## config.mk

```make
export PLATFORM = sky130hd
export DESIGN_NAME = capacity_estimation_control
export DESIGN_NICKNAME = d
export VERILOG_FILES = /design/src/hw/capest_pkg.sv /design/src/hw/capacity_estimation_control.sv
export SDC_FILE = /design/constraint.sdc
export NUM_CORES = 1
export LEC_CHECK = 0
export BUFFER_PORTS_ARGS = -buffer_cell sky130_fd_sc_hd__buf_2
export CAP_MARGIN = 25
export CORE_MARGIN = 2
export CORE_UTILIZATION = 40
export CTS_CLUSTER_SIZE = 16
export DETAILED_ROUTE_END_ITERATION = 12
export GPL_ROUTABILITY_DRIVEN = 0
export HOLD_SLACK_MARGIN = 0.06
export PLACE_DENSITY = 0.58
export REMOVE_ABC_BUFFERS = 1
export SLEW_MARGIN = 30
export SYNTH_ARGS = -nofsm -noshare
export SYNTH_HDL_FRONTEND = slang
export SYNTH_SLANG_ARGS = --single-unit
```

## constraint.sdc

```tcl
create_clock -name core_clk -period 7.01 [get_ports core_clk]
set_clock_uncertainty 0.1 [all_clocks]
set_input_delay 1.402 -clock core_clk [delete_from_list [all_inputs] [get_ports core_clk]]
set_output_delay 1.402 -clock core_clk [all_outputs]
set_load 0.05 [all_outputs]
```

## src/hw/capest_pkg.sv

```systemverilog
// constants and types shared by the capacity estimation control block
package capest_pkg;

  // ----------------------------------------
  // register port indices
  // ----------------------------------------
  localparam logic [3:0] IDX_SENSE = 4'h0;
  localparam logic [3:0] IDX_FULL_V = 4'h1;
  localparam logic [3:0] IDX_TAPER_I = 4'h2;
  localparam logic [3:0] IDX_EMPTY_V = 4'h3;
  localparam logic [3:0] IDX_EMPTY_I = 4'h4;
  localparam logic [3:0] IDX_WEAR_LO = 4'h5;
  localparam logic [3:0] IDX_WEAR_HI = 4'h6;
  localparam logic [3:0] IDX_AGE = 4'h7;
  localparam logic [3:0] IDX_STATUS = 4'h8;

  // status byte bit positions
  localparam int STAT_DONE_BIT = 7;
  localparam int STAT_WARN_BIT = 6;
  localparam int STAT_LEARN_BIT = 4;

  // ----------------------------------------
  // reset values
  // ----------------------------------------
  localparam logic [7:0] RST_SENSE = 8'h00;
  localparam logic [7:0] RST_FULL_V = 8'h00;
  localparam logic [7:0] RST_TAPER_I = 8'h00;
  localparam logic [7:0] RST_EMPTY_V = 8'h00;
  localparam logic [7:0] RST_EMPTY_I = 8'h00;
  localparam logic [15:0] RST_WEAR = 16'h0000;

  // ----------------------------------------
  // age scale codes and aging
  // ----------------------------------------
  localparam logic [7:0] AGE_UNAGED = 8'h80;
  localparam logic [7:0] AGE_FLOOR = 8'h40;
  localparam int AGE_FRAC_BITS = 7;
  localparam int WEAR_MULT_SHIFT = 5;

  // ----------------------------------------
  // measurement scaling
  // ----------------------------------------
  // voltage reading lsb is a quarter of the 19.5 mv limit lsb
  localparam int VOLT_SHIFT = 2;
  // current lsb 1.5625 uv: taper lsb 50 uv = 32x, empty lsb 200 uv = 128x
  localparam int TAPER_SHIFT = 5;
  localparam int EMPTY_I_SHIFT = 7;
  localparam logic [15:0] MEAN_CURRENT_READING_MIN_LSB = 16'h0010;
  localparam logic [7:0] DONE_CLEAR_PCT = 8'h5a;

  // ----------------------------------------
  // timing
  // ----------------------------------------
  localparam longint CLK_HZ = 40000000;
  localparam longint UPDATE_PERIOD_MS = 3500;
  localparam int UPDATE_CYCLES = int'((UPDATE_PERIOD_MS * CLK_HZ) / 1000);

  // ----------------------------------------
  // types
  // ----------------------------------------
  typedef struct packed {
    logic [7:0] sense_conductance;
    logic [7:0] full_voltage_limit;
    logic [7:0] taper_current_limit;
    logic [7:0] empty_voltage_limit;
    logic [7:0] empty_current_limit;
    logic [15:0] wear_rate_charge;
    logic [7:0] age_scale;
  } params_t;

  typedef enum logic [2:0] {
    ST_IDLE = 3'b001,
    ST_SEARCH = 3'b010,
    ST_LOAD = 3'b100
  } fix_state_t;

endpackage

```

## src/hw/capacity_estimation_control.sv

```systemverilog
// capacity estimation control: parameters, full/empty detection, learn, aging, coulomb count fixes
//
// Summary of operation
// - hold 8-bit sense conductance for result scaling
// - 8-bit full voltage limit, 19.5 mV steps
// - 8-bit taper current limit, 50 uV steps
// - empty voltage limit compared with mean cell voltage
// - empty current limit is unsigned discharge magnitude
// - 16-bit wear rate charge sets aging speed
// - age scale 2^-7 lsb, 0x80 is unaged
// - age scale never decremented below 0x40
// - host access age scale; auto save and restore
// - aging counter reaching 32x wear charge decrements scale
// - aging counter cleared when learn cycle completes
// - active-empty point sets learn flag
// - learn valid only with uninterrupted charge to full
// - full in learn: clear learn, set done, rescale
// - done sets coulomb count to scaled full lookup
// - rescale age first, then correct coulomb count
// - warning without learn lowers count only if above
// - learn at empty point loads empty model value
// - full needs voltage high across two taper readings
// - both readings positive and above 16 lsb
// - empty point: low voltage after two heavy discharges
// - done flag cleared below 90 percent remaining
// - warning flag set by voltage crossing only
// - capacity results updated every 3.5 seconds
`timescale 1ns/10ps
module capacity_estimation_control
  import capest_pkg::*;
#(
  parameter int UPDATE_COUNT = capest_pkg::UPDATE_CYCLES
)
(
  input wire logic core_clk,
  input wire logic rst_n,
  input wire logic reg_wr,
  input wire logic [3:0] reg_addr,
  input wire logic [7:0] reg_wdata,
  output logic [7:0] reg_rdata,
  input wire logic nv_load,
  input wire capest_pkg::params_t nv_params,
  output logic age_save,
  output logic [7:0] age_save_value,
  input wire logic [15:0] cell_one_voltage,
  input wire logic [15:0] cell_two_voltage,
  input wire logic volt_valid,
  input wire logic signed [15:0] current_reading,
  input wire logic cur_valid,
  input wire logic signed [15:0] mean_current_reading,
  input wire logic mean_current_reading_valid,
  input wire logic [15:0] coulomb_count_register,
  input wire logic [15:0] full_lookup,
  input wire logic [15:0] empty_lookup,
  input wire logic [7:0] remaining_active_percent,
  output logic acr_load,
  output logic [15:0] acr_load_value,
  output logic update_tick,
  output logic learn_flag,
  output logic charge_done_flag,
  output logic empty_warning_flag,
  output logic [7:0] sense_conductance,
  output logic [7:0] age_scale
);
  import capest_pkg::*;

  generate
    if (UPDATE_COUNT < 2)
    begin : g_bad_count
      $error("UPDATE_COUNT must be at least 2");
    end
  endgenerate

  // ----------------------------------------
  // parameter registers
  // ----------------------------------------
  params_t prm_r;
  logic [31:0] upd_cnt_r;
  logic [16:0] mean_v;
  logic volt_above_full;
  logic volt_below_empty;
  logic mean_current_reading_taper_ok;
  logic cur_heavy_disch;
  logic full_detect;
  logic empty_point;
  logic [21:0] age_cnt_r;
  logic [15:0] acr_prev_r;
  logic [21:0] age_threshold;
  logic age_hit;
  logic learn_done;
  fix_state_t st_r;
  logic [7:0] quot_r;
  logic [2:0] bit_r;
  logic [7:0] trial;
  logic [23:0] trial_prod;
  logic [22:0] acr_scaled;
  logic [23:0] full_prod;
  logic [16:0] full_scaled;
  logic full_q_r;
  logic volt_held_r;
  logic [1:0] disch_hist_r;
  logic charging_r;
  logic [7:0] age_prev_r;

  function automatic logic hw_age_write(input logic wr, input logic [3:0] addr);
    hw_age_write = wr && (addr == IDX_AGE);
  endfunction

  always_ff @(posedge core_clk or negedge rst_n)
  begin
    if (!rst_n)
    begin
      prm_r <= '{RST_SENSE, RST_FULL_V, RST_TAPER_I, RST_EMPTY_V, RST_EMPTY_I, RST_WEAR, AGE_UNAGED};
    end
    else if (nv_load)
    begin
      prm_r <= nv_params;
    end
    else if (reg_wr)
    begin
      case (reg_addr)
        IDX_SENSE: prm_r.sense_conductance <= reg_wdata;
        IDX_FULL_V: prm_r.full_voltage_limit <= reg_wdata;
        IDX_TAPER_I: prm_r.taper_current_limit <= reg_wdata;
        IDX_EMPTY_V: prm_r.empty_voltage_limit <= reg_wdata;
        IDX_EMPTY_I: prm_r.empty_current_limit <= reg_wdata;
        IDX_WEAR_LO: prm_r.wear_rate_charge[7:0] <= reg_wdata;
        IDX_WEAR_HI: prm_r.wear_rate_charge[15:8] <= reg_wdata;
        default: prm_r <= prm_r;
      endcase
    end
  end

  always_ff @(posedge core_clk or negedge rst_n)
  begin
    if (!rst_n)
    begin
      reg_rdata <= 8'h00;
    end
    else
    begin
      case (reg_addr)
        IDX_SENSE: reg_rdata <= prm_r.sense_conductance;
        IDX_FULL_V: reg_rdata <= prm_r.full_voltage_limit;
        IDX_TAPER_I: reg_rdata <= prm_r.taper_current_limit;
        IDX_EMPTY_V: reg_rdata <= prm_r.empty_voltage_limit;
        IDX_EMPTY_I: reg_rdata <= prm_r.empty_current_limit;
        IDX_WEAR_LO: reg_rdata <= prm_r.wear_rate_charge[7:0];
        IDX_WEAR_HI: reg_rdata <= prm_r.wear_rate_charge[15:8];
        IDX_AGE: reg_rdata <= age_scale;
        IDX_STATUS:
        begin
          reg_rdata <= 8'h00;
          reg_rdata[STAT_DONE_BIT] <= charge_done_flag;
          reg_rdata[STAT_WARN_BIT] <= empty_warning_flag;
          reg_rdata[STAT_LEARN_BIT] <= learn_flag;
        end
        default: reg_rdata <= 8'h00;
      endcase
    end
  end

  assign sense_conductance = prm_r.sense_conductance;

  // ----------------------------------------
  // result update interval
  // ----------------------------------------
  always_ff @(posedge core_clk or negedge rst_n)
  begin
    if (!rst_n)
    begin
      upd_cnt_r <= 32'h0;
      update_tick <= 1'b0;
    end
    else
    begin
      update_tick <= (upd_cnt_r == 32'(UPDATE_COUNT - 1));
      upd_cnt_r <= (upd_cnt_r == 32'(UPDATE_COUNT - 1)) ? 32'h0 : upd_cnt_r + 32'h1;
    end
  end

  // ----------------------------------------
  // threshold comparisons
  // ----------------------------------------
  // mean of the two cells, never either cell alone
  assign mean_v = ({1'b0, cell_one_voltage} + {1'b0, cell_two_voltage}) >> 1;
  assign volt_above_full = mean_v > {7'h0, prm_r.full_voltage_limit, 2'b00};
  assign volt_below_empty = mean_v < {7'h0, prm_r.empty_voltage_limit, 2'b00};
  assign mean_current_reading_taper_ok = (mean_current_reading > $signed(MEAN_CURRENT_READING_MIN_LSB))
    && (mean_current_reading < $signed({3'b000, prm_r.taper_current_limit, 5'b00000}));
  assign cur_heavy_disch = (current_reading < 16'sh0000)
    && (current_reading < -$signed({1'b0, prm_r.empty_current_limit, 7'h00}));

  // ----------------------------------------
  // full detection
  // ----------------------------------------
  // voltage must hold through the whole span between the two readings
  always_ff @(posedge core_clk or negedge rst_n)
  begin
    if (!rst_n)
    begin
      full_q_r <= 1'b0;
      volt_held_r <= 1'b0;
    end
    else
    begin
      if (mean_current_reading_valid)
      begin
        full_q_r <= mean_current_reading_taper_ok && volt_above_full;
        volt_held_r <= volt_above_full;
      end
      else if (volt_valid && !volt_above_full)
      begin
        volt_held_r <= 1'b0;
      end
    end
  end

  assign full_detect = mean_current_reading_valid && mean_current_reading_taper_ok && full_q_r && volt_held_r && volt_above_full;

  // ----------------------------------------
  // active-empty point detection
  // ----------------------------------------
  always_ff @(posedge core_clk or negedge rst_n)
  begin
    if (!rst_n)
    begin
      disch_hist_r <= 2'b00;
    end
    else if (cur_valid)
    begin
      disch_hist_r <= {disch_hist_r[0], cur_heavy_disch};
    end
  end

  assign empty_point = volt_valid && volt_below_empty && (&disch_hist_r);

  always_ff @(posedge core_clk or negedge rst_n)
  begin
    if (!rst_n)
    begin
      empty_warning_flag <= 1'b0;
    end
    else if (volt_valid)
    begin
      empty_warning_flag <= volt_below_empty;
    end
  end

  // ----------------------------------------
  // learn cycle tracking
  // ----------------------------------------
  assign learn_done = full_detect && learn_flag;

  always_ff @(posedge core_clk or negedge rst_n)
  begin
    if (!rst_n)
    begin
      learn_flag <= 1'b0;
      charging_r <= 1'b0;
    end
    else if (empty_point)
    begin
      learn_flag <= 1'b1;
      charging_r <= 1'b0;
    end
    else if (learn_done)
    begin
      learn_flag <= 1'b0;
      charging_r <= 1'b0;
    end
    else if (learn_flag && mean_current_reading_valid)
    begin
      if (mean_current_reading > 16'sh0000)
      begin
        charging_r <= 1'b1;
      end
      else if (charging_r)
      begin
        learn_flag <= 1'b0;
        charging_r <= 1'b0;
      end
    end
  end

  // set wins over the percent-based clear
  always_ff @(posedge core_clk or negedge rst_n)
  begin
    if (!rst_n)
    begin
      charge_done_flag <= 1'b0;
    end
    else if (full_detect)
    begin
      charge_done_flag <= 1'b1;
    end
    else if (remaining_active_percent < DONE_CLEAR_PCT)
    begin
      charge_done_flag <= 1'b0;
    end
  end

  // ----------------------------------------
  // cycle-count aging
  // ----------------------------------------
  assign age_threshold = {1'b0, prm_r.wear_rate_charge, 5'b00000};
  // a zero wear charge would age on every step, so it disables aging
  assign age_hit = (prm_r.wear_rate_charge != 16'h0) && (age_cnt_r >= age_threshold);

  always_ff @(posedge core_clk or negedge rst_n)
  begin
    if (!rst_n)
    begin
      age_cnt_r <= 22'h0;
      acr_prev_r <= 16'h0;
    end
    else
    begin
      acr_prev_r <= coulomb_count_register;
      if (learn_done)
      begin
        age_cnt_r <= 22'h0;
      end
      else if (age_hit)
      begin
        age_cnt_r <= 22'h0;
      end
      else if (!acr_load && coulomb_count_register < acr_prev_r)
      begin
        age_cnt_r <= age_cnt_r + {6'h0, acr_prev_r - coulomb_count_register};
      end
    end
  end

  // ----------------------------------------
  // learned scale search and count fixes
  // ----------------------------------------
  // bitwise search of scale = count * 128 / full, one multiplier over 8 cycles
  assign trial = quot_r | (8'h01 << bit_r);
  assign trial_prod = full_lookup * trial;
  assign acr_scaled = {coulomb_count_register, 7'h00};
  assign full_prod = full_lookup * age_scale;
  assign full_scaled = full_prod[23:7];

  always_ff @(posedge core_clk or negedge rst_n)
  begin
    if (!rst_n)
    begin
      st_r <= ST_IDLE;
      quot_r <= 8'h00;
      bit_r <= 3'h0;
    end
    else
    begin
      case (st_r)
        ST_IDLE:
        begin
          quot_r <= 8'h00;
          bit_r <= 3'h7;
          if (learn_done)
          begin
            st_r <= ST_SEARCH;
          end
          else if (full_detect)
          begin
            st_r <= ST_LOAD;
          end
        end
        ST_SEARCH:
        begin
          if (trial_prod <= {1'b0, acr_scaled})
          begin
            quot_r <= trial;
          end
          bit_r <= bit_r - 3'h1;
          if (bit_r == 3'h0)
          begin
            st_r <= ST_LOAD;
          end
        end
        ST_LOAD: st_r <= ST_IDLE;
        default: st_r <= ST_IDLE;
      endcase
    end
  end

  always_ff @(posedge core_clk or negedge rst_n)
  begin
    if (!rst_n)
    begin
      age_scale <= AGE_UNAGED;
    end
    else if (nv_load)
    begin
      age_scale <= nv_params.age_scale;
    end
    else if (hw_age_write(reg_wr, reg_addr))
    begin
      age_scale <= reg_wdata;
    end
    else if (st_r == ST_SEARCH && bit_r == 3'h0)
    begin
      // final pick; the floor also bounds learned results
      if ((trial_prod <= {1'b0, acr_scaled} ? trial : quot_r) < AGE_FLOOR)
      begin
        age_scale <= AGE_FLOOR;
      end
      else
      begin
        age_scale <= (trial_prod <= {1'b0, acr_scaled}) ? trial : quot_r;
      end
    end
    else if (age_hit && age_scale > AGE_FLOOR)
    begin
      age_scale <= age_scale - 8'h01;
    end
  end

  always_ff @(posedge core_clk or negedge rst_n)
  begin
    if (!rst_n)
    begin
      age_prev_r <= AGE_UNAGED;
      age_save <= 1'b0;
      age_save_value <= AGE_UNAGED;
    end
    else
    begin
      age_prev_r <= age_scale;
      age_save <= (age_scale != age_prev_r);
      age_save_value <= age_scale;
    end
  end

  // full load has priority; empty fixes only while no full fix runs
  always_ff @(posedge core_clk or negedge rst_n)
  begin
    if (!rst_n)
    begin
      acr_load <= 1'b0;
      acr_load_value <= 16'h0000;
    end
    else if (st_r == ST_LOAD)
    begin
      acr_load <= 1'b1;
      acr_load_value <= full_scaled[16] ? 16'hffff : full_scaled[15:0];
    end
    else if (st_r == ST_IDLE && empty_point)
    begin
      acr_load <= 1'b1;
      acr_load_value <= empty_lookup;
    end
    else if (st_r == ST_IDLE && update_tick && empty_warning_flag && !learn_flag
      && coulomb_count_register > empty_lookup)
    begin
      acr_load <= 1'b1;
      acr_load_value <= empty_lookup;
    end
    else
    begin
      acr_load <= 1'b0;
    end
  end

endmodule

```

# Yosys cells after proc, flatten, opt, wreduce, memory -nomap -nowiden
# Index checks and enable logic that the tools add are counted.
[op_classes]
n_bitwise = 1
n_div = 0
eq_ne = 16
multipliers = 2
n_lt_le_gt_ge = 14
n_shift = 1
add_sub_neg = 7
mux = 46
n_reduce_logical = 54
[ops]
columns = ["operator", "n"]
rows = [
  ["64-bit two-way mux", 2],
  ["8-bit two-way mux", 13],
  ["8-bit one-hot mux with 9 select lines", 1],
  ["22-bit two-way mux", 3],
  ["16-bit two-way mux", 4],
  ["16-bit by 8-bit multiplier with 24-bit output", 2],
  ["32-bit by 1-bit adder with 32-bit output, second input constant", 1],
  ["32-bit by 28-bit equality test with 1-bit output, second input constant", 1],
  ["16-bit < comparator", 2],
  ["32-bit two-way mux", 1],
  ["24-bit by 23-bit <= comparator with 1-bit output", 1],
  ["22-bit by 16-bit adder with 22-bit output", 1],
  ["22-bit by 21-bit >= comparator with 1-bit output", 1],
  ["1-bit logical AND", 22],
  ["2-bit nonzero test", 11],
  ["2-bit AND reduction", 9],
  ["16-bit by 16-bit adder with 17-bit output", 1],
  ["4-bit by 3-bit equality test with 1-bit output, second input constant", 4],
  ["16-bit by 1-bit > comparator with 1-bit output, second input constant", 1],
  ["16-bit by 10-bit > comparator with 1-bit output", 1],
  ["16-bit > comparator", 1],
  ["16-bit by 6-bit > comparator with 1-bit output, second input constant", 1],
  ["16-bit by 1-bit < comparator with 1-bit output, second input constant", 1],
  ["16-bit by 10-bit < comparator with 1-bit output", 1],
  ["29 further kinds", 55],
]
[word_totals]
inputBits = 203
latch_bits = 0
ram_bits = 0
memories = 0
wordCells = 168
out_inout_bits = 54
rom_bits = 0
reg_bits = 191

# Logic depth before layout (Yosys ltp)
# Gate-level depths: netlist of run 1.
[depth]
depth_word = 10
ltp_mapped = 34
mapped_depth_nobuf = 33

# Worst setup path after synthesis of run 1
# No wires, ideal clock.
[synth_path]
path_kind = "input-to-reg"
start = "input full_lookup[3]"
end = "register age_scale[2]"
path_stages = 29
t_arrival_ns = 7.669
required_time_ns = 6.815
path_buffers = 1
path_slack_ns = -0.854
cell_sequence = "clkbuf_1 and2_1 fa_1 fa_1 fa_1 inv_1 fa_1 inv_1 ha_1 o21a_1 o21ai_0 a21oi_1 a221oi_2 o22ai_1 o21a_1 nor2_1 o21ai_0 xor2_1 ha_1 nand4_1 nor3_1 o211ai_1 or3_1 nand2_1 a2bb2oi_1 and2_1 o21ai_0 o211a_1 o31ai_1"
[synth_via]
elab_chain_len = 8
[synth_lines]
columns = ["element", "line_no", "rtl"]
rows = [
  ["start: declaration", "capacity_estimation_control.sv:53", "input wire logic [15:0] full_lookup,"],
  ["16-bit by 8-bit multiplier with 24-bit output *", "capacity_estimation_control.sv:340", "assign trial_prod = full_lookup * trial;"],
  ["24-bit by 23-bit <= comparator with 1-bit output *", "capacity_estimation_control.sv:404, capacity_estimation_control.sv:410", ""],
  ["8-bit two-way mux *", "--", ""],
  ["8-bit by 7-bit < comparator with 1-bit output", "capacity_estimation_control.sv:404", "if ((trial_prod <= {1'b0, acr_scaled} ? trial : quot_r) < AGE_FLOOR)"],
  ["8-bit two-way mux *", "capacity_estimation_control.sv:404", ""],
  ["8-bit two-way mux *", "capacity_estimation_control.sv:401", "else if (st_r == ST_SEARCH && bit_r == 3'h0)"],
  ["8-bit two-way mux *", "capacity_estimation_control.sv:397", "else if (hw_age_write(reg_wr, reg_addr))"],
  ["8-bit two-way mux *", "capacity_estimation_control.sv:393", "else if (nv_load)"],
  ["end signal: assignment", "capacity_estimation_control.sv:395", "age_scale <= nv_params.age_scale;"],
  ["end signal: assignment", "capacity_estimation_control.sv:399", "age_scale <= reg_wdata;"],
  ["end signal: assignment", "capacity_estimation_control.sv:410", "age_scale <= (trial_prod <= {1'b0, acr_scaled}) ? trial : quot_r;"],
  ["end: declaration", "capacity_estimation_control.sv:63", "output logic [7:0] age_scale"],
]
# Every way passes the cells marked *; elsewhere a longest branch is shown, timed or not.
# A chain may end at the register's enable or synchronous reset.

# Worst setup path in the final report of run 1
[layout_path]
start = "input full_lookup[5]"
end = "register age_scale[2]"
# Same word-level chain as after synthesis.

==> results of run 1 <==
## stage by stage
stage	std cells	setup TNS, ns
after floorplan	2322	-5.18
after detailed placement	3405	-13.77
after CTS	3447	-0.904
after global placement	3405	-11.75
after global routing	3454	-4.70
final	3456	-1.14
## power by group through the flow
stage	combinational, mW	clock, mW	sequential [mW]
6_report	5.11	1.04	1.48
5_1_grt	5.87	1.11	1.51
4_1_cts	5.18	1.07	1.48
3_5_place_dp	5.13	0	1.50
3_3_place_gp	5.00	0	1.50
2_1_floorplan	3.71	0	1.58
## logic make-up after synthesis
kind of cell,count (synthesis),synth area share
AOI/OAI and AO/OA,425,0.128
xor gates and xnor gates,117,0.0488
adders and majority gates,390,0.291
buffers and inverters,403,0.0739
DFF,191,0.226
muxes,90,0.0446
and+or+nand+nor,812,0.187
## path summary, 6_finish.rpt
check / endpoint / depth (start not counted)
min reg2reg: upd_cnt_r[6] / 1
min in group asynchronous: prm_r[25] / 1
min: upd_cnt_r[6] / 1
max: age_scale[2] / 30
max reg2reg: age_scale[2] / 33
max in group asynchronous: acr_load_value[0] / 2
## layout make-up
| cell class | instances | area share |
|---|---|---|
| multi-input combinational | 1834 | 0.605 |
| sequential | 191 | 0.190 |
| timing repair buffer | 409 | 0.101 |
| inverter | 297 | 0.0442 |
| tap | 688 | 0.0342 |
| clock buffer | 18 | 0.0174 |
| clock inverter | 14 | 0.00695 |
| antenna | 5 | 0.000496 |
## sequential cells by signal, indices dropped and copies added (netlist names), 16 cells and up
register,cells
upd_cnt_r,32
prm_r,32
age_threshold,16
acr_prev_r,16
age_cnt_r,22
acr_load_value,16
## worst max-delay path, delay by kind of cell
| kind | cells | cell delay, ns |
|---|---|---|
| XOR/XNOR | 1 | 0.17 |
| AND/OR/NAND/NOR | 8 | 1.33 |
| AO/OA/AOI/OAI | 10 | 1.51 |
| buffers and inverters | 5 | 0.49 |
| adder cells (fa/ha/maj) | 6 | 2.57 |
## repair_timing
action / 4_1_cts / 5_1_grt
pin swaps: 61 / 57
buffers inserted: 10 / 4
endpoints found under the setup margin: 12 / 12
gates resized for setup: 77 / 58
## metal layers
metal  track usage  up-vias  part of all wire
met2         0.426      521              0.49
li1              -     8746                 -
met5             0        -           0.00061
met1         0.305     8996              0.43
met3        0.0381       98             0.052
met4        0.0829        6             0.030
## placed cells by master (no fill, tap or decap), drive strengths merged, types with 6 or more instances in the layout
cell,netlist,layout
buf,23,407
inv,297,306
nand2,296,296
ha,220,220
dfrtp,188,188
fa,170,170
nor2,143,143
o21ai,140,140
and2,128,128
a21oi,90,90
mux2i,83,83
xnor2,75,75
nor3,48,48
a21o,45,45
nor2b,44,44
xor2,42,42
nand3,33,33
nand4,28,28
o21a,22,22
clkbuf,83,20
nand2b,16,16
nor4,16,16
o31ai,16,16
a31oi,15,15
o22ai,13,13
o211ai,11,11
or3,11,11
a211oi,11,11
nand3b,9,9
and3,9,9
a22oi,7,7
and4,7,7
o21bai,7,7
a221oi,6,6
==> impl_metrics.env, run 1 <==
export IMPL_outcome="finished with violations"
export IMPL_failed_checks="setup timing"
export IMPL_place_ws_ns=-1.28
export IMPL_setup_violations_final=12
export IMPL_grt_total_usage=0.243
export IMPL_final_layout_size_suffix_gt1_frac=0.204
export IMPL_dieWidth_um=234
export IMPL_area_growth_pct=19.1
export IMPL_power_frac_comb=0.670
export IMPL_rrSetupSlack_ns=-0.13
export IMPL_cpMostUsedCell="fa_1"
export IMPL_routed_wl_um=65100
export IMPL_wire_per_inst_um=18.8
export IMPL_max_cap_violations=0
export IMPL_syn_inst=2428
export IMPL_drc=0
export IMPL_synth_edf_count=0
export IMPL_synth_area_um2=21200
export IMPL_total_power_mw=7.64
export IMPL_pwr_share_seq=0.194
export IMPL_ys_ff_latch=191
export IMPL_cts_root_buf="clkbuf_16"
export IMPL_fillCellCount=5015
export IMPL_cts_buffers=17
export IMPL_critPathSlowestCell="fa_1"
export IMPL_cts_sinks=191
export IMPL_seq_area_um2=4780
export IMPL_grt_overflow_total=0
export IMPL_grt_pass1_wl_um=103000
export IMPL_synthTopCellsByArea="dfrtp_1 (22%), fa_1 (16%), ha_1 (13%)"
export IMPL_die_h_um=234
export IMPL_crit_required_ns=7.32
export IMPL_ir_drop_uv=671
export IMPL_yosysMostFrequentCell="inv_1"
export IMPL_arrival_ns=7.49
export IMPL_clockPowerShare=0.136
export IMPL_finalNetCount=3343
export IMPL_drt_first_pass_iters=5
export IMPL_synthFlopType="dfrtp_1"
export IMPL_drt_initial_drc_count=1230
export IMPL_grt_pass1_vias=18904
export IMPL_grt_setup_unrepaired="true"
export IMPL_synth_top_area_cell="dfrtp_1"
export IMPL_vias_per_cell=5.31
export IMPL_worstSkewPairLatency_ns=0.50
export IMPL_yosys_top_cells_count="inv_1 (297), nand2_1 (296), ha_1 (220), dfrtp_1 (188), fa_1 (170)"
export IMPL_end_kind="flop"
export IMPL_core_um2=52400
export IMPL_syn_avg_cell_area_um2=8.71
export IMPL_place_area_um2=23900
export IMPL_p_leak_nw=12.7
export IMPL_seq_area_frac_synth=0.226
export IMPL_p_sw_frac=0.479
export IMPL_cp_slowest_stage_delay_ns=0.52
export IMPL_clk_path_buf_depth=2
export IMPL_htreeDepth=4
export IMPL_io_pins=257
export IMPL_antenna_found_initial=6
export IMPL_dp_hpwl_um=52600
export IMPL_startpoint_type="primary input"
export IMPL_grt_max_degree=88
export IMPL_route_vias_total=18367
export IMPL_ys_warn_count=0
export IMPL_ys_types=79
export IMPL_final_cell_area_um2=25200
export IMPL_period_share=1.02
export IMPL_power_density_nw_per_um2=303
export IMPL_postLayoutCoreUtil=0.481
export IMPL_hold_path_class="reg -> reg"
export IMPL_startpoint="full_lookup[5]"
export IMPL_multi_input_area_um2=15300
export IMPL_worstMarginPinSlew_ns=0.924
export IMPL_rows=84
export IMPL_dieArea_um2=54700
export IMPL_p_switching_mw=3.66
export IMPL_critical_path_class="in -> reg"
export IMPL_min_period_ns=7.18
export IMPL_intPower_mw=3.98
export IMPL_finalWorstSetupSlack_ns=-0.171
export IMPL_r2r_start="bit_r[1]"
export IMPL_synth_top_area_frac=0.222
export IMPL_hold_buffers=0
export IMPL_worstHoldStart="upd_cnt_r[6]"
export IMPL_whs_ns=0.386
export IMPL_tritoncts="done"
export IMPL_slew_headroom=0.382
export IMPL_path_clk_slew_ns=0.08
export IMPL_drv_slew=0
export IMPL_port_buffers=248
export IMPL_drtAntennaViolNets=0
export IMPL_hold_viol=0
export IMPL_postSynth_asyncResetShare=1.00
export IMPL_max_freq_mhz=139
export IMPL_crit_fanout=6
export IMPL_start_util=0.403
(Power assumes the default switching activity.)
==> run 2, diff against run 1 <==
- ABC_AREA: default -> 1
==> run 2 against run 1 <==
The flow now finishes without violations. Non-clock buffer count fell by 28. Sequential share of layout area about the same. Total power up 32%. Final area is 0.25% higher. Fmax increased by 5.8%. Combinational power grew 48%. Global-route usage grew 0.89 points. Critical path type unchanged. Critical endpoint unchanged. Largest cell class unchanged. Largest power group unchanged.
==> impl_metrics.env, run 2 <==
export IMPL_io_pins=257
export IMPL_critical_path_class="in -> reg"
export IMPL_htreeDepth=4
export IMPL_synthFlopType="dfrtp_1"
export IMPL_synth_top_area_frac=0.219
export IMPL_area_growth_pct=17.4
export IMPL_cp_slowest_stage_delay_ns=0.53
export IMPL_cts_root_buf="clkbuf_16"
export IMPL_fillCellCount=5345
export IMPL_crit_fanout=8
export IMPL_tritoncts="done"
export IMPL_yosysMostFrequentCell="nand2_1"
export IMPL_grt_setup_unrepaired="true"
export IMPL_ys_ff_latch=191
export IMPL_end_kind="flop"
export IMPL_drc=0
export IMPL_rows=85
export IMPL_crit_required_ns=7.31
export IMPL_slew_headroom=0.369
export IMPL_grt_pass1_vias=20472
export IMPL_ys_types=57
export IMPL_ir_drop_uv=464
export IMPL_cts_sinks=191
export IMPL_drt_initial_drc_count=1250
export IMPL_grt_max_degree=96
export IMPL_min_to="upd_cnt_r[0]"
export IMPL_outcome="finished clean"
export IMPL_clk_path_buf_depth=2
export IMPL_syn_inst=2868
export IMPL_routed_wl_um=69900
export IMPL_whs_ns=0.382
export IMPL_dieArea_um2=55700
export IMPL_worstMarginPinSlew_ns=0.947
export IMPL_mostFrequentLayoutCell="nand2_1"
export IMPL_postSynth_asyncResetShare=1.00
export IMPL_yosys_top_cells_count="nand2_1 (661), inv_1 (533), nor2_1 (269), ha_1 (220), dfrtp_1 (188)"
export IMPL_r2r_end="age_scale[2]"
export IMPL_drt_first_pass_iters=5
export IMPL_seq_area_frac_synth=0.222
export IMPL_port_buffers=248
export IMPL_start_util=0.402
export IMPL_max_freq_mhz=147
export IMPL_grt_pass1_wl_um=110000
export IMPL_antenna_found_initial=4
export IMPL_path_clk_slew_ns=0.08
export IMPL_synth_edf_count=0
export IMPL_synth_top_area_cell="dfrtp_1"
export IMPL_route_vias_total=20297
export IMPL_grt_total_usage=0.252
export IMPL_drv_slew=0
export IMPL_wire_per_inst_um=17.9
export IMPL_max_cap_violations=0
export IMPL_final_layout_size_suffix_gt1_frac=0.170
export IMPL_worstSkewPairLatency_ns=0.46
export IMPL_intPower_mw=4.53
export IMPL_p_switching_mw=5.55
export IMPL_core_um2=53500
export IMPL_hold_viol=0
export IMPL_syn_avg_cell_area_um2=7.50
export IMPL_ys_warn_count=0
export IMPL_hold_path_class="reg -> reg"
export IMPL_reg2reg_depth=41
export IMPL_largestRegisters="prm_r x32, upd_cnt_r x32, age_cnt_r x22"
export IMPL_clockPowerShare=0.097
export IMPL_finalNetCount=3789
export IMPL_power_frac_comb=0.748
export IMPL_drtAntennaViolNets=0
export IMPL_arrival_ns=7.09
export IMPL_power_density_nw_per_um2=399
export IMPL_p_leak_nw=13.6
export IMPL_min_period_ns=6.79
export IMPL_synthTopCellsByArea="dfrtp_1 (22%), fa_1 (16%), ha_1 (13%)"
export IMPL_r2r_start="bit_r[0]"
export IMPL_hold_path_cell_count=1
export IMPL_rrSetupSlack_ns=0.28
export IMPL_grt_overflow_total=0
export IMPL_pwr_share_seq=0.155
export IMPL_startpoint_type="primary input"
export IMPL_final_cell_area_um2=25300
export IMPL_worstHoldStart="upd_cnt_r[0]"
export IMPL_dp_hpwl_um=57500
export IMPL_place_area_um2=24300
export IMPL_critPathSlowestCell="fa_1"
export IMPL_dieWidth_um=236
export IMPL_cts_buffers=17
export IMPL_vias_per_cell=5.19
export IMPL_setup_violations_final=0
export IMPL_synth_area_um2=21500
export IMPL_die_h_um=236
export IMPL_layout_common_cells="nand2_1 (643), inv_1 (520), nor2_1 (254)"
export IMPL_p_sw_frac=0.550
export IMPL_cpMostUsedCell="nand2_1"
export IMPL_period_share=0.968
==> run 2: stage by stage <==
step                 util  worst slack [ns]  instances  TNS, ns  total power, mW
floorplan               -           -0.0231       2796   -0.117             7.00
global placement    0.453            -0.602       3864    -6.46             8.93
detailed placement  0.453            -0.677       3864    -7.93             9.00
CTS                 0.465           0.00330       3898        0             10.0
global route        0.472            -0.175       3906    -1.19             11.1
finish              0.472             0.225       3909        0             10.1
==> run 2: worst max path at each step <==
stage                         to  depth (start not counted)           start  slack [ns]
finish              age_scale[2]                         40  full_lookup[5]        0.22
global route        age_scale[3]                         42  full_lookup[5]       -0.17
CTS                 age_scale[1]                         36  full_lookup[7]       0.003
detailed placement  age_scale[2]                         40  full_lookup[5]       -0.68
global placement    age_scale[1]                         40  full_lookup[5]       -0.60
floorplan           age_scale[3]                         39  full_lookup[5]       -0.02
==> run 2: power groups by stage <==
| stage | registers (mW) | logic (mW) | clock network (mW) |
|---|---|---|---|
| 5_1_grt | 1.59 | 8.50 | 1.02 |
| 6_report | 1.57 | 7.55 | 0.973 |
| 3_5_place_dp | 1.58 | 7.42 | 0 |
| 3_3_place_gp | 1.57 | 7.36 | 0 |
| 2_1_floorplan | 1.85 | 5.16 | 0 |
| 4_1_cts | 1.56 | 7.48 | 0.986 |
==> run 2: what timing repair did <==
action                     in CTS  in global routing
pin swaps                       1                 72
setup buffers                   2                  9
setup endpoints to repair       8                 16
resized for setup               9                 86
hold buffers                    0                  0
==> run 2: cell families after synthesis <==
| logic type | Yosys count | share of synthesized area |
|---|---|---|
| buffers and inverters | 611 | 0.109 |
| AO/OA/AOI/OAI | 414 | 0.116 |
| XOR/XNOR | 94 | 0.0383 |
| adder cells (fa/ha/maj) | 390 | 0.286 |
| AND/OR/NAND/NOR | 1168 | 0.228 |
| flip-flops | 191 | 0.222 |
==> run 2: worst max-delay path, delay by kind of cell <==
family          cells  cell delay [ns]
compound gates      5             0.60
xor+xnor            1             0.14
fa+ha+maj           6             2.53
buf+inv             6             0.54
simple gates       22             1.86
==> run 2: layout make-up <==
cell class / instances / area (µm²) / area share
Tap cell: 696 / 871 / 0.0345
Timing Repair Buffer: 381 / 2290 / 0.0907
Clock buffer: 19 / 433 / 0.0171
Clock inverter: 13 / 129 / 0.00510
Inverter: 539 / 2030 / 0.0802
Sequential cell: 191 / 4780 / 0.189
Antenna cell: 4 / 10.0 / 0.000396
Multi-Input combinational cell: 2066 / 14700 / 0.583
==> run 2: routing by layer <==
layer / part of all wire / track usage / up-vias
met2: 0.48 / 0.433 / 660
met5: 0 / 0 / -
met3: 0.060 / 0.0341 / 98
met4: 0.030 / 0.0851 / 0
li1: - / - / 9774
met1: 0.43 / 0.327 / 9765
==> run 3, diff against run 2 <==
- CELL_PAD_IN_SITES_DETAIL_PLACEMENT: default -> 1
- CELL_PAD_IN_SITES_GLOBAL_PLACEMENT: default -> 1
- PLACE_DENSITY: 0.58 -> 0.75
==> run 3 against run 2 <==
Combinational power increased by 3%. Critical path type is now reg -> reg. Setup slack got worse by 0.10 ns. Clock power about the same. Sequential share of layout area decreased by 0.061 points. Total power increased by 2.5%. Sequential power about the same. Fmax decreased by 1.5%. Critical path depth decreased by 2. Utilization increased by 0.18 points. Clock-buffer cell count decreased by 1. First-iteration DRC count increased by 4.3%.
==> impl_metrics.env, run 3 (synthesis results as in run 2) <==
export IMPL_start_util=0.402
export IMPL_core_um2=53500
export IMPL_period_share=0.982
export IMPL_io_pins=257
export IMPL_cts_sinks=191
export IMPL_critical_path_class="reg -> reg"
export IMPL_wire_per_inst_um=20.1
export IMPL_dp_cells=3860
export IMPL_hold_path_cell_count=1
export IMPL_crit_fanout=8
export IMPL_max_cap_violations=0
export IMPL_max_freq_mhz=145
export IMPL_p_leak_nw=13.6
export IMPL_grt_pass1_vias=22694
export IMPL_ir_drop_uv=466
export IMPL_drtAntennaViolNets=0
export IMPL_outcome="finished clean"
export IMPL_die_h_um=236
export IMPL_grt_max_degree=86
export IMPL_rows=85
export IMPL_place_area_um2=24300
export IMPL_hold_viol=0
export IMPL_final_layout_size_suffix_gt1_frac=0.174
export IMPL_dp_hpwl_um=64500
export IMPL_r2r_start="bit_r[0]"
export IMPL_critPathSlowestCell="fa_1"
export IMPL_route_vias_total=20901
export IMPL_finalSetupTns_ns=0
export IMPL_cpMostUsedCell="nand2_1"
export IMPL_worstMarginPinSlew_ns=1.02
export IMPL_drc=0
export IMPL_tritoncts="done"
export IMPL_drv_slew=0
export IMPL_worstSkewPairLatency_ns=0.51
export IMPL_largestRegisters="prm_r x32, upd_cnt_r x32, age_cnt_r x22"
export IMPL_hold_path_class="reg -> reg"
export IMPL_power_density_nw_per_um2=408
export IMPL_min_to="upd_cnt_r[4]"
export IMPL_grt_setup_unrepaired="true"
export IMPL_final_cell_area_um2=25400
export IMPL_layout_common_cells="nand2_1 (642), inv_1 (518), nor2_1 (253)"
export IMPL_whs_ns=0.382
export IMPL_routed_wl_um=78800
export IMPL_htreeDepth=4
export IMPL_arrival_ns=7.24
export IMPL_reg2reg_depth=38
export IMPL_end_kind="flop"
export IMPL_cts_root_buf="clkbuf_16"
export IMPL_finalNetCount=3794
export IMPL_setup_violations_final=0
export IMPL_vias_per_cell=5.33
export IMPL_path_clk_slew_ns=0.09
export IMPL_cp_slowest_stage_delay_ns=0.56
export IMPL_mostFrequentLayoutCell="nand2_1"
export IMPL_stdcell_count=3919
export IMPL_drt_first_pass_iters=7
export IMPL_startpoint_type="flop"
export IMPL_worstHoldStart="upd_cnt_r[4]"
export IMPL_slew_headroom=0.323
export IMPL_hold_buffers=0
export IMPL_dieArea_um2=55700
export IMPL_min_period_ns=6.89
export IMPL_grt_total_usage=0.284
export IMPL_crit_required_ns=7.36
export IMPL_area_growth_pct=17.8
export IMPL_port_buffers=248
export IMPL_r2r_end="age_scale[0]"
export IMPL_dieWidth_um=236
export IMPL_grt_overflow_total=0
export IMPL_drt_initial_drc_count=1304
export IMPL_cts_buffers=17
export IMPL_rrSetupSlack_ns=0.12
export IMPL_grt_pass1_wl_um=123000
export IMPL_antenna_found_initial=10
export IMPL_clk_path_buf_depth=2
## run 3: cell types whose count changed in the layout (fill, tap and decap cells not counted), sizes merged
cell	previous run	this run
buf	380	385
bufinv	1	0
clkbuf	20	19
clkinv	5	3
clkinvlp	5	3
diode	4	9
inv	541	547
## run 3: what timing repair did
action / CTS / global route
endpoints found under the setup margin: 15 / 16
setup buffers: 3 / 15
hold endpoints to repair: 0 / 0
pin swaps: 16 / 65
resized for setup: 33 / 71
## run 3: stage by stage
step | utilization | power (mW) | worst slack [ns]
after floorplan | - | 7.00 | -0.0231
after global placement | 0.453 | 8.96 | -0.616
after detailed placement | 0.453 | 9.20 | -0.930
after CTS | 0.466 | 10.3 | 0.00347
after global routing | 0.474 | 11.4 | -0.234
final | 0.474 | 10.3 | 0.123
## run 3: where the power goes
| group | switching [mW] | internal (mW) | total (mW) | leakage (nW) |
|---|---|---|---|---|
| combinational | 4.97 | 2.78 | 7.75 | 10.9 |
| clock | 0.530 | 0.473 | 1.00 | 0.276 |
| sequential | 0.286 | 1.30 | 1.58 | 2.38 |
| total | 5.79 | 4.55 | 10.3 | 13.6 |
## run 3: per-layer routing
layer,global-route usage,share of wire,vias to the layer above
met1,0.357,0.42,10364
met2,0.486,0.48,611
li1,-,-,9775
met3,0.0345,0.055,151
met4,0.130,0.045,0
met5,0,0,-
## run 3: how the worst max path moves through the flow
stage	start	end	cells past startpoint
4_1_cts	full_lookup[4]	age_scale[1]	37
6_report	bit_r[0]	age_scale[0]	38
3_5_place_dp	full_lookup[4]	age_scale[1]	40
5_1_grt	bit_r[0]	age_scale[0]	37
3_3_place_gp	full_lookup[4]	age_scale[1]	40
2_1_floorplan	full_lookup[5]	age_scale[3]	39
## run 3: layout make-up
type                            count  area, µm²
Sequential cell                   191       4790
Fill cell                        6801      28100
Timing Repair Buffer              386       2360
Tap cell                          696        871
Clock inverter                     14        136
Inverter                          539       2030
Clock buffer                       18        429
Antenna cell                        9       22.5
Multi-Input combinational cell   2066      14700
## run 3: worst max-delay path: cells and delay by family, from the launching register on
family,cells,cell delay [ns]
compound gates,6,0.89
fa+ha+maj,7,2.90
simple gates,15,1.11
flops,1,0.40
xor+xnor,1,0.21
buf+inv,9,1.22
